`src/timer_regs.vh`:
```
`ifndef TIMER_REGS_VH
`define TIMER_REGS_VH
// Register indices (byte addresses on the plain port)
`define ADDR_CTRL_A      4'h0
`define ADDR_CTRL_B      4'h1
`define ADDR_COUNT       4'h2
`define ADDR_COMPARE     4'h3
`define ADDR_ASYNC_STAT  4'h4
`define ADDR_IRQ_MASK    4'h5
`define ADDR_IRQ_FLAG    4'h6
`define ADDR_SYS_CLK     4'h7
// Field positions
`define CTRLB_FORCE_BIT  7
`define ASR_EXT_BIT      6
`define ASR_ASYNC_BIT    5
`define ASR_CNT_UB       4
`define ASR_CMP_UB       3
`define ASR_CA_UB        1
`define ASR_CB_UB        0
`define IRQ_CMP_BIT      1
`define IRQ_OVF_BIT      0
// Reset values
`define RST_BYTE         8'h00
// Counter limits
`define CNT_BOTTOM       8'h00
`define CNT_MAX          8'hFF
// Waveform modes
`define WGM_NORMAL       2'b00
`define WGM_PHASE        2'b01
`define WGM_CTC          2'b10
`define WGM_FAST         2'b11
// Async transfer latency in clk cycles (two-flop crossing)
`define UB_SYNC_CYCLES   2
`endif

```
`src/prescale_tap.v`:
```
`timescale 1ns/1ps
`default_nettype none
// =========================================
// Prescaler: one-cycle tick per selected period
module prescale_tap (
  // Clock and reset
  input wire clk,
  input wire nrst,
  // Source clock enable and selection
  input wire srcTick,
  input wire [2:0] clockSelect,
  // Counting tick
  output reg cntTick
);
  reg [9:0] div_ff;
  reg tap;

  always @* begin
    case (clockSelect)
      3'h0: tap = 1'b0;
      3'h1: tap = srcTick;
      3'h2: tap = srcTick & (&div_ff[2:0]);
      3'h3: tap = srcTick & (&div_ff[4:0]);
      3'h4: tap = srcTick & (&div_ff[5:0]);
      3'h5: tap = srcTick & (&div_ff[6:0]);
      3'h6: tap = srcTick & (&div_ff[7:0]);
      default: tap = srcTick & (&div_ff[9:0]);
    endcase
  end

  always @(posedge clk) begin
    if (!nrst) begin
      div_ff <= 10'h000;
      cntTick <= 1'b0;
    end else begin
      if (srcTick) begin
        div_ff <= div_ff + 10'h001;
      end
      cntTick <= tap;
    end
  end
endmodule // prescale_tap
`default_nettype wire

```
`src/async_8bit_timer.v`:
```
// Local design decisions: the placing of the registers and the address-and-strobe port.
`timescale 1ns/1ps
`default_nettype none
`include "timer_regs.vh"
module async_8bit_timer (
  // Clock and reset
  input wire clk,
  input wire nrst,
  // Register port
  input wire [3:0] addr,
  input wire [7:0] wrData,
  input wire wrStb,
  input wire rdStb,
  output reg [7:0] rdData,
  // System context
  input wire globalIrqEnable,
  input wire sysClkIsRc,
  input wire compareVectorAck,
  input wire overflowVectorAck,
  input wire slowClockTick,
  // Outputs
  output reg compareOutputPin,
  output reg compareIrq,
  output reg overflowIrq,
  output reg extClockBufferEn,
  output reg crystalOscEn
);
  // =========================================
  // Software-visible temporaries
  reg [7:0] ctrlA_ff;
  reg [2:0] clkSel_ff;
  reg [7:0] compareTmp_ff;
  reg extEn_ff;
  reg asyncSel_ff;
  reg [1:0] irqMask_ff;
  reg cmpFlag_ff;
  reg ovfFlag_ff;
  // Active copies used by the timer
  reg [7:0] count_ff;
  reg [7:0] compare_ff;
  reg [7:0] ctrlAAct_ff;
  reg [2:0] clkSelAct_ff;
  reg countDown_ff;
  reg blockMatch_ff;
  // Busy flags and their crossing pipeline
  reg [3:0] busy_ff;
  reg [3:0] busyStage1_ff;
  reg [3:0] busyStage2_ff;
  reg slowSync1_ff;
  reg slowSync2_ff;
  reg slowPrev_ff;
  reg evtSync1_ff;
  reg evtSync2_ff;

  wire [1:0] wgm = ctrlAAct_ff[1:0];
  wire [1:0] com = ctrlAAct_ff[7:6];
  wire isPwm = wgm[0];
  wire asyncOn = asyncSel_ff;
  wire wrCtrlA = wrStb && addr == `ADDR_CTRL_A;
  wire wrCtrlB = wrStb && addr == `ADDR_CTRL_B;
  wire wrCount = wrStb && addr == `ADDR_COUNT;
  wire wrCmp = wrStb && addr == `ADDR_COMPARE;

  // =========================================
  // Source clock enable: I/O clock or synchronised slow edge
  wire slowEdge = slowSync2_ff & ~slowPrev_ff;
  wire srcTick = asyncOn ? slowEdge : 1'b1;
  wire cntTick;

  prescale_tap uPrescale (
    .clk(clk),
    .nrst(nrst),
    .srcTick(srcTick),
    .clockSelect(clkSelAct_ff),
    .cntTick(cntTick)
  );

  // =========================================
  // Counter and compare unit
  wire [7:0] topVal = (wgm == `WGM_CTC) ? compare_ff : `CNT_MAX;
  wire match = cntTick && !blockMatch_ff && count_ff == compare_ff;
  wire forceCmp = wrCtrlB && wrData[`CTRLB_FORCE_BIT] && !isPwm;
  reg [7:0] nxt_count;
  reg nxt_down;
  reg ovfEvt;

  always @* begin
    nxt_count = count_ff;
    nxt_down = countDown_ff;
    ovfEvt = 1'b0;
    if (cntTick) begin
      case (wgm)
        `WGM_PHASE: begin
          if (!countDown_ff) begin
            if (count_ff == `CNT_MAX) begin
              nxt_down = 1'b1;
              nxt_count = count_ff - 8'h01;
            end else begin
              nxt_count = count_ff + 8'h01;
            end
          end else if (count_ff == `CNT_BOTTOM) begin
            nxt_down = 1'b0;
            nxt_count = count_ff + 8'h01;
            ovfEvt = 1'b1;
          end else begin
            nxt_count = count_ff - 8'h01;
          end
        end
        default: begin
          nxt_down = 1'b0;
          if (count_ff == topVal) begin
            nxt_count = `CNT_BOTTOM;
          end else begin
            nxt_count = count_ff + 8'h01;
          end
          ovfEvt = (count_ff == `CNT_MAX);
        end
      endcase
    end
  end

  // Compare output action
  reg nxt_pin;

  always @* begin
    nxt_pin = compareOutputPin;
    if (!isPwm) begin
      if (match || forceCmp) begin
        case (com)
          2'b01: nxt_pin = ~compareOutputPin;
          2'b10: nxt_pin = 1'b0;
          2'b11: nxt_pin = 1'b1;
          default: nxt_pin = compareOutputPin;
        endcase
      end
    end else if (com[1]) begin
      if (wgm == `WGM_FAST && cntTick && count_ff == `CNT_MAX) begin
        nxt_pin = ~com[0];
      end else if (match) begin
        nxt_pin = com[0] ^ countDown_ff;
      end
    end
  end

  // =========================================
  // Timer state
  always @(posedge clk) begin
    if (!nrst) begin
      count_ff <= `RST_BYTE;
      countDown_ff <= 1'b0;
      blockMatch_ff <= 1'b0;
      compareOutputPin <= 1'b0;
    end else begin
      compareOutputPin <= nxt_pin;
      if (wrCount) begin
        count_ff <= wrData;
        blockMatch_ff <= 1'b1;
      end else begin
        count_ff <= nxt_count;
        countDown_ff <= nxt_down;
        if (cntTick) begin
          blockMatch_ff <= 1'b0;
        end
      end
    end
  end

  // =========================================
  // Async update path: temporaries move on a slow edge
  always @(posedge clk) begin
    if (!nrst) begin
      slowSync1_ff <= 1'b0;
      slowSync2_ff <= 1'b0;
      slowPrev_ff <= 1'b0;
      busy_ff <= 4'h0;
      compare_ff <= `RST_BYTE;
      ctrlAAct_ff <= `RST_BYTE;
      clkSelAct_ff <= 3'h0;
    end else begin
      slowSync1_ff <= slowClockTick;
      slowSync2_ff <= slowSync1_ff;
      slowPrev_ff <= slowSync2_ff;
      if (!asyncOn) begin
        busy_ff <= 4'h0;
        compare_ff <= compareTmp_ff;
        ctrlAAct_ff <= ctrlA_ff;
        clkSelAct_ff <= clkSel_ff;
      end else if (slowEdge) begin
        busy_ff <= 4'h0;
        compare_ff <= compareTmp_ff;
        ctrlAAct_ff <= ctrlA_ff;
        clkSelAct_ff <= clkSel_ff;
      end else begin
        if (wrCount) busy_ff[3] <= 1'b1;
        if (wrCmp) busy_ff[2] <= 1'b1;
        if (wrCtrlA) busy_ff[1] <= 1'b1;
        if (wrCtrlB) busy_ff[0] <= 1'b1;
      end
    end
  end

  // Busy crossing into the register view; the event stages carry a constant zero
  always @(posedge clk) begin
    if (!nrst) begin
      busyStage1_ff <= 4'h0;
      busyStage2_ff <= 4'h0;
      evtSync1_ff <= 1'b0;
      evtSync2_ff <= 1'b0;
    end else begin
      busyStage1_ff <= busy_ff | {wrCount, wrCmp, wrCtrlA, wrCtrlB} &
        {4{asyncOn}};
      busyStage2_ff <= busyStage1_ff;
      evtSync1_ff <= 1'b0;
      evtSync2_ff <= evtSync1_ff;
    end
  end

  // =========================================
  // Software registers and flags
  always @(posedge clk) begin
    if (!nrst) begin
      ctrlA_ff <= `RST_BYTE;
      clkSel_ff <= 3'h0;
      compareTmp_ff <= `RST_BYTE;
      extEn_ff <= 1'b0;
      asyncSel_ff <= 1'b0;
      irqMask_ff <= 2'b00;
      cmpFlag_ff <= 1'b0;
      ovfFlag_ff <= 1'b0;
    end else begin
      if (wrCtrlA) ctrlA_ff <= wrData & 8'hC3;
      if (wrCtrlB) clkSel_ff <= wrData[2:0];
      if (wrCmp) compareTmp_ff <= wrData;
      if (wrStb && addr == `ADDR_ASYNC_STAT) begin
        extEn_ff <= wrData[`ASR_EXT_BIT];
        asyncSel_ff <= wrData[`ASR_ASYNC_BIT] & sysClkIsRc;
      end else if (!sysClkIsRc) begin
        asyncSel_ff <= 1'b0;
      end
      if (wrStb && addr == `ADDR_IRQ_MASK) irqMask_ff <= wrData[1:0];
      // Set wins over clear; forced compare never sets
      if (match) begin
        cmpFlag_ff <= 1'b1;
      end else if (compareVectorAck || (wrStb && addr == `ADDR_IRQ_FLAG &&
          wrData[`IRQ_CMP_BIT])) begin
        cmpFlag_ff <= 1'b0;
      end
      if (ovfEvt && !wrCount) begin
        ovfFlag_ff <= 1'b1;
      end else if (overflowVectorAck || (wrStb && addr == `ADDR_IRQ_FLAG &&
          wrData[`IRQ_OVF_BIT])) begin
        ovfFlag_ff <= 1'b0;
      end
    end
  end

  // =========================================
  // Outputs and read port
  reg [7:0] rdMux;

  always @* begin
    case (addr)
      `ADDR_CTRL_A: rdMux = ctrlA_ff;
      `ADDR_CTRL_B: rdMux = {5'h00, clkSel_ff};
      `ADDR_COUNT: rdMux = count_ff;
      `ADDR_COMPARE: rdMux = compareTmp_ff;
      `ADDR_ASYNC_STAT: rdMux = {1'b0, extEn_ff, asyncSel_ff,
        busyStage2_ff[3], busyStage2_ff[2], 1'b0, busyStage2_ff[1],
        busyStage2_ff[0]};
      `ADDR_IRQ_MASK: rdMux = {6'h00, irqMask_ff};
      `ADDR_IRQ_FLAG: rdMux = {6'h00, cmpFlag_ff, ovfFlag_ff};
      `ADDR_SYS_CLK: rdMux = {7'h00, sysClkIsRc};
      default: rdMux = `RST_BYTE;
    endcase
  end

  always @(posedge clk) begin
    if (!nrst) begin
      rdData <= `RST_BYTE;
      compareIrq <= 1'b0;
      overflowIrq <= 1'b0;
      extClockBufferEn <= 1'b0;
      crystalOscEn <= 1'b0;
    end else begin
      rdData <= rdStb ? rdMux : `RST_BYTE;
      compareIrq <= cmpFlag_ff & irqMask_ff[1] & globalIrqEnable;
      overflowIrq <= ovfFlag_ff & irqMask_ff[0] & globalIrqEnable;
      extClockBufferEn <= extEn_ff & asyncSel_ff;
      crystalOscEn <= asyncSel_ff & ~extEn_ff;
    end
  end
endmodule // async_8bit_timer
`default_nettype wire

```
`config.mk`:
```
export PLATFORM = sky130hd
export DESIGN_NAME = async_8bit_timer
export DESIGN_NICKNAME = d
export VERILOG_FILES = /design/src/prescale_tap.v /design/src/async_8bit_timer.v
export VERILOG_INCLUDE_DIRS = /design/src
export SDC_FILE = /design/constraint.sdc
export NUM_CORES = 1
export LEC_CHECK = 0
export BUFFER_PORTS_ARGS = -buffer_cell sky130_fd_sc_hd__buf_2
export CORE_MARGIN = 1.5
export CORE_UTILIZATION = 40
export DETAILED_ROUTE_END_ITERATION = 7
export PLACE_DENSITY = 0.57
export SLEW_MARGIN = 20
export SYNTH_ARGS = -nofsm -noshare
export SYNTH_HDL_FRONTEND = slang
export SYNTH_SLANG_ARGS = --single-unit
```
`constraint.sdc`:
```
create_clock -name clk -period 2.8 [get_ports clk]
set_input_delay 0.14 -clock clk [delete_from_list [all_inputs] [get_ports clk]]
set_output_delay 0.14 -clock clk [all_outputs]
set_load 0.1 [all_outputs]
```
==> run summary, run 1 <==
=================================================================================================
Status ............................................................................. finished clean
Maximum level of the CTS H-tree ....................................................            3
Fraction of registers with async set or reset after synthesis ......................            0
Detailed-route DRC error count .....................................................            0
Per-cell routed wire length ........................................................      17.2 um
Vias post-DR .......................................................................         3575
Full die area ......................................................................   0.0109 mm2
Post-route antenna net violation count .............................................            0
Hold Path Stages ...................................................................            3
Starting Density ...................................................................        0.416
Clock period minus final worst setup slack .........................................      2.18 ns
Mean Syn Cell Area .................................................................     8.33 um2
Final hold violations ..............................................................            0
Clock-pin slew of the registers on the worst-case setup and hold paths .............      0.10 ns
Highest attainable clock frequency .................................................      459 MHz
Share of final-layout standard cells stronger than drive strength 1 ................        0.139
Detail-routed via count per cell ...................................................         5.48
Total gr overflow ..................................................................            0
Worst supply voltage drop on vdd ...................................................   0.000368 V
Reg2reg start ......................................................................  count_ff[0]
Final Skew .........................................................................    0.0113 ns
Least-Margin Pin Slew ..............................................................     0.762 ns
Number of I/O port buffers .........................................................           33
Required time worst endpoint .......................................................      3.01 ns
Number of sinks handled by clock tree synthesis ....................................           85
Slew Viols, Final ..................................................................            0
Synthesis-to-finish area growth ....................................................        11.4%
Standard-cell rows .................................................................           36
Initial antenna violation count ....................................................            0
Die extent in x ....................................................................       104 um
Synth Register Bits ................................................................           85
Setup Total Neg Slack ..............................................................         0 ns
Hold Path Sink .....................................................................      asyncOn
Part of the Yosys area used for sequential elements ................................        0.415
Number of buffers inserted by post-CTS setup repair ................................            0
Final net count ....................................................................          541
TritonCTS clock tree ...............................................................        built
Detailed-route wire length .........................................................      11.2 mm
Weighted congestion at the end of routability-driven global placement ..............        0.863
Ys Warns ...........................................................................            0
FF-to-FF setup slack ...............................................................      0.62 ns
Nature of the critical path startpoint .............................................         flop
Number of antenna repair diodes ....................................................            0
Root cell of the clock tree ........................................................ sky130_fd_sc_hd__clkbuf_8
Leakage ............................................................................      1.63 nW
Worst min-delay path class .........................................................    in -> reg
Chip height ........................................................................       104 um
Final-report setup violation count .................................................            0
Post-synthesis instance area .......................................................  0.00410 mm2
Number of global-route vias before repair ..........................................         3312
Number of buffers on the longest clock path ........................................            2
RSZ-0062 raised after global routing ...............................................        false
Core outline area ..................................................................  0.00986 mm2
Worst reg-to-reg path cell count ...................................................            7
Top_reg_cell synth ................................................................. sky130_fd_sc_hd__dfxtp_1
Nets in the synthesized netlist ....................................................          519
Drt pass-1 iters ...................................................................            5
# Max-Cap Violations ...............................................................            0
Total power of the final layout ....................................................      2.41 mW
I/O pins ...........................................................................           34
Total clock buffers created by CTS .................................................            9
Startpoint of the tightest hold check path .........................................   sysClkIsRc
Category of the worst setup path capture point .....................................         flop
Wire length of the first global-routing pass .......................................      18.0 mm
Worst-skew pair later-pin latency ..................................................      0.35 ns
Capturing point of the worst reg2reg path ..........................................  count_ff[3]
Number of flops mapped to enable cells by yosys ....................................            0
Pwr/cell area ......................................................................   528 mW/mm2
Synth Instances ....................................................................          492
Worst EP arrival ...................................................................      2.39 ns
Detailed placer's ending HPWL ......................................................      8.09 mm
Crit-path max FO ...................................................................           10
Number of distinct library cell variants in the gate-level netlist after synthesis .           66
Slew headroom ......................................................................        0.488
Final clock period utilization by the worst path ...................................        0.779
Total global routing track utilization .............................................        0.209
Number of DRC markers in iteration 0 ...............................................          312
Maximum number of pins on one net before global-route repair .......................           44
Crit path kind .....................................................................   reg -> reg
=================================================================================================
-- how the worst max path moves through the flow --
stage / start / to / slack (ns) / depth (start not counted)
3_3_place_gp: count_ff[0] / count_ff[2] / 0.72 / 7
4_1_cts: count_ff[0] / count_ff[2] / 0.63 / 7
2_1_floorplan: count_ff[1] / count_ff[2] / 1.03 / 8
6_report: count_ff[0] / count_ff[3] / 0.62 / 7
3_5_place_dp: count_ff[0] / count_ff[2] / 0.64 / 7
5_1_grt: count_ff[0] / count_ff[2] / 0.43 / 7
-- synth_stat cells (all sizes together) (11+ instances only) --
library cell / count / area, um2
nor2: 52 / 195
a21oi: 45 / 225
clkbuf: 16 / 63.8
mux2i: 20 / 200
nand3: 17 / 95.1
inv: 11 / 41.3
buf: 14 / 81.3
nor3: 12 / 76.3
o21ai: 13 / 68.8
dfxtp: 85 / 1700
nand2: 71 / 267
-- worst max-delay path, cell delays in order, from the launching register on --
cell,delay (ns)
sky130_fd_sc_hd__dfxtp_1,0.50
sky130_fd_sc_hd__ha_1,0.24
sky130_fd_sc_hd__nand4_1,0.20
sky130_fd_sc_hd__nor2_1,0.28
sky130_fd_sc_hd__o211a_1,0.34
sky130_fd_sc_hd__mux2i_1,0.25
sky130_fd_sc_hd__xnor2_1,0.14
sky130_fd_sc_hd__o22ai_1,0.09
-- power breakdown --
part | internal (mW) | switching, mW
Sequential | 1.23 | 0.0317
Combinational | 0.100 | 0.144
Clock | 0.427 | 0.482
Total | 1.75 | 0.658
-- flip-flops by register name, summed over array words and instances, names as in the netlist, 8 cells and up --
signal	cells
uPrescale.div_ff	10
rdData	8
compare_ff	8
count_ff	8
compareTmp_ff	8
-- stage by stage --
stage | instances | util | hold slack (ns) | area (um2) | setup slack, ns
floorplan | 492 | - | 0.259 | 4100 | 1.03
global placement | 635 | 0.441 | 0.348 | 4350 | 0.719
detailed placement | 635 | 0.441 | 0.356 | 4350 | 0.643
CTS | 652 | 0.463 | 0.00262 | 4570 | 0.630
global route | 652 | 0.463 | 0.0179 | 4570 | 0.435
finish | 652 | 0.463 | 0.0241 | 4570 | 0.620
-- repair_timing --
action / in CTS / in global routing
hold endpoints to repair: 1 / 0
hold buffers: 1 / 0
resized for setup: 0 / 0
-- cell usage in the layout, fill, tap and decap left out, drive strengths merged, types with 10 or more instances in the layout --
cell type	count
inv	14
a21oi	45
buf	40
o21ai	13
nor3	12
mux2i	20
nand2	71
nor2	52
dfxtp	85
nand3	17
nor2b	10
nand2b	10
-- kinds of logic (layout without fill, tap and decap cells) --
group,count (synthesis),in the layout,synth area share
fa+ha+maj,6,6,0.0183
simple gates,211,211,0.257
mux,23,23,0.0571
xor+xnor,14,14,0.0299
flops,85,85,0.415
buf+inv,41,68,0.0455
compound gates,112,112,0.177
-- metal layers --
| layer | wire length (um) | up-vias | global-route usage |
|---|---|---|---|
| met5 | 0 | - | 0 |
| met4 | 156 | 0 | 0.0546 |
| met3 | 572 | 15 | 0.0357 |
| met2 | 5190 | 107 | 0.339 |
| met1 | 5270 | 1665 | 0.288 |
| li1 | - | 1788 | - |
-- area by class of cell --
class,count,area [um2]
tap,133,166
sequential,85,1700
multi-input combinational,366,2210
clock inverter,7,81.3
inverter,11,41.3
fill,999,5300
clock buffer,9,124
timing repair buffer,41,240
No activity file was read; power rests on OpenSTA's default activity.
==> run 2, diff against run 1 <==
clock period = 2.3 ns   (was 2.8 ns; I/O delays follow)
==> run 2 against run 1 <==
- non-clock buffer count is 11 higher
- maximum frequency rose by 1.7%
- sequential cell count stayed put
- final cell count increased by 1.7%
- clock power grew 21%
- worst hold slack better by 0.00067 ns
- routed wire length rose by 3.9%
- design area rose by 1.5%
- count of clock-buffer cells in the layout stayed put
- setup slack got worse by 0.46 ns
- first-iteration DRC count shrank 38%
- critical path type unchanged
- critical endpoint unchanged
==> run summary, run 2 (synthesis results as in run 1) <==
=====================================================================================
Die extent in x ........................................................       104 um
# Max-Cap Violations ...................................................            0
Worst reg-to-reg path cell count .......................................            7
Starting Density .......................................................        0.416
Least-Margin Pin Slew ..................................................     0.719 ns
Full die area ..........................................................   0.0109 mm2
Standard-cell rows .....................................................           36
Clock period minus final worst setup slack .............................      2.14 ns
Final clock period utilization by the worst path .......................        0.932
Drt pass-1 iters .......................................................            5
Slew headroom ..........................................................        0.520
Flip-flop count of the largest register after layout ...................           10
TritonCTS clock tree ...................................................        built
Number of DRC markers in iteration 0 ...................................          195
Maximum number of pins on one net before global-route repair ...........           29
Required time worst endpoint ...........................................      2.51 ns
Filler Cells Inserted ..................................................          996
Final-report setup violation count .....................................            0
Leakage ................................................................      1.68 nW
Critical-path top delay cell ........................................... sky130_fd_sc_hd__dfxtp_1
Hold Path Stages .......................................................            3
Register with the most flip-flops ...................................... uPrescale.div_ff
Weighted congestion at the end of routability-driven global placement ..        0.906
Number of global-route vias before repair ..............................         3421
Nature of the critical path startpoint .................................         flop
Core outline area ......................................................  0.00986 mm2
Setup Total Neg Slack ..................................................         0 ns
Chip height ............................................................       104 um
Number of I/O port buffers .............................................           33
Detailed-route DRC error count .........................................            0
Clock-pin slew of the registers on the worst-case setup and hold paths .      0.09 ns
Slew Viols, Final ......................................................            0
Detailed placer's ending HPWL ..........................................      8.72 mm
Detail-routed via count per cell .......................................         5.53
Number of buffers on the longest clock path ............................            2
Total gr overflow ......................................................            0
Total clock buffers created by CTS .....................................            9
Post-route cell area ...................................................  0.00464 mm2
Worst-skew pair later-pin latency ......................................      0.36 ns
Pwr/cell area ..........................................................   633 mW/mm2
Number of sinks handled by clock tree synthesis ........................           85
Placed cell areas ......................................................  0.00441 mm2
Vias post-DR ...........................................................         3665
Number of buffer and inverter instances along the worst setup path .....            0
Final net count ........................................................          552
Most common library cell in the layout ignoring fill and taps .......... sky130_fd_sc_hd__dfxtp_1
Synthesis-to-finish area growth ........................................        13.1%
Crit-path max FO .......................................................            7
Detailed-route wire length .............................................      11.6 mm
Final hold violations ..................................................            0
Final Skew .............................................................    0.0128 ns
Leading cell types in the layout, fill and taps excluded ............... 85 x sky130_fd_sc_hd__dfxtp_1, 71 x sky130_fd_sc_hd__nand2_1, 52 x sky130_fd_sc_hd__nor2_1
Highest attainable clock frequency .....................................      467 MHz
Startpoint of the tightest hold check path ............................. overflowVectorAck
RSZ-0062 raised after global routing ...................................        false
Worst min-delay path class .............................................    in -> reg
Number of buffers inserted by post-CTS setup repair ....................            0
Total power of the final layout ........................................      2.93 mW
Maximum level of the CTS H-tree ........................................            3
Share of final-layout standard cells stronger than drive strength 1 ....        0.155
Kind of cell adding the most delay to the critical path ................ simple AND/OR/NAND/NOR gates
I/O pins ...............................................................           34
Critical-path cell list ................................................ ha_1 -> nand4_1 -> nor2_1 -> o211a_1 -> mux2i_1 -> xnor2_1 -> o22ai_1
Hold Path Sink .........................................................   ovfFlag_ff
Number of antenna repair diodes ........................................            0
Category of the worst setup path capture point .........................         flop
Worst supply voltage drop on vdd .......................................   0.000496 V
Wire length of the first global-routing pass ...........................      18.4 mm
Total global routing track utilization .................................        0.218
Final Hold Slack .......................................................    0.0248 ns
Capturing point of the worst reg2reg path ..............................  count_ff[3]
Status ................................................................. finished clean
Worst EP arrival .......................................................      2.35 ns
Initial antenna violation count ........................................            0
Reg2reg start ..........................................................  count_ff[1]
Crit path largest cell delay ...........................................      0.45 ns
Crit path kind .........................................................   reg -> reg
Per-cell routed wire length ............................................      17.5 um
Root cell of the clock tree ............................................ sky130_fd_sc_hd__clkbuf_8
FF-to-FF setup slack ...................................................      0.16 ns
Post-route antenna net violation count .................................            0
=====================================================================================
==> run 2: cell types whose count changed in the layout (fill, tap and decap cells not counted) <==
cell,change
sky130_fd_sc_hd__inv_6,+1
sky130_fd_sc_hd__inv_8,-1
sky130_fd_sc_hd__buf_4,+11
sky130_fd_sc_hd__buf_12,-1
sky130_fd_sc_hd__dlygate4sd3_1,+1
==> run 2: where the power goes <==
part / leakage, nW / total (mW) / internal (mW) / switching, mW
combinational: 0.893 / 0.299 / 0.126 / 0.173
sequential: 0.687 / 1.54 / 1.49 / 0.0409
clock: 0.0982 / 1.10 / 0.515 / 0.584
==> run 2: worst reg2reg max path: stages (launching register included) <==
cell and delay, ns:
sky130_fd_sc_hd__dfxtp_1 0.45, sky130_fd_sc_hd__ha_1 0.25, sky130_fd_sc_hd__nand4_1 0.20, sky130_fd_sc_hd__nor2_1 0.29, sky130_fd_sc_hd__o211a_1 0.34, sky130_fd_sc_hd__mux2i_1 0.26
sky130_fd_sc_hd__xnor2_1 0.14, sky130_fd_sc_hd__o22ai_1 0.09
==> run 2: layer usage <==
metal | up-vias | GRT usage | share of wire
met4 | 0 | 0.0734 | 0.018
li1 | 1799 | - | -
met5 | - | 0 | 0
met1 | 1753 | 0.305 | 0.49
met2 | 98 | 0.343 | 0.45
met3 | 15 | 0.0326 | 0.039
==> run 2: through the flow <==
step                      worst slack, ns  cells   util
final                               0.157    663  0.470
after global routing              0.00963    663  0.470
after CTS                           0.184    663  0.470
after detailed placement            0.187    645  0.447
after global placement              0.248    645  0.447
after floorplan                     0.531    492      -
==> run 2: cell type report <==
type / instances / area, um2 / share of cell area
clock buffer: 9 / 124 / 0.0267
clock inverter: 7 / 78.8 / 0.0170
inverter: 11 / 41.3 / 0.00891
multi-input combinational: 366 / 2210 / 0.477
sequential: 85 / 1700 / 0.367
tap: 133 / 166 / 0.0359
timing repair buffer: 52 / 313 / 0.0675
==> run 2: worst max-delay path by stage <==
stage | endpoint | slack, ns | from | cells past startpoint
finish | count_ff[3] | 0.16 | count_ff[1] | 7
global route | count_ff[2] | 0.01 | count_ff[1] | 7
CTS | count_ff[3] | 0.18 | count_ff[1] | 7
detailed placement | count_ff[3] | 0.19 | count_ff[1] | 7
global placement | count_ff[4] | 0.25 | count_ff[1] | 7
floorplan | count_ff[2] | 0.53 | count_ff[1] | 8
==> run 2: what timing repair did <==
item | CTS | global route
endpoints found under the hold margin | 2 | 0
endpoints found under the setup margin | 0 | 0
gates resized for setup | 0 | 0
hold buffers | 2 | 0
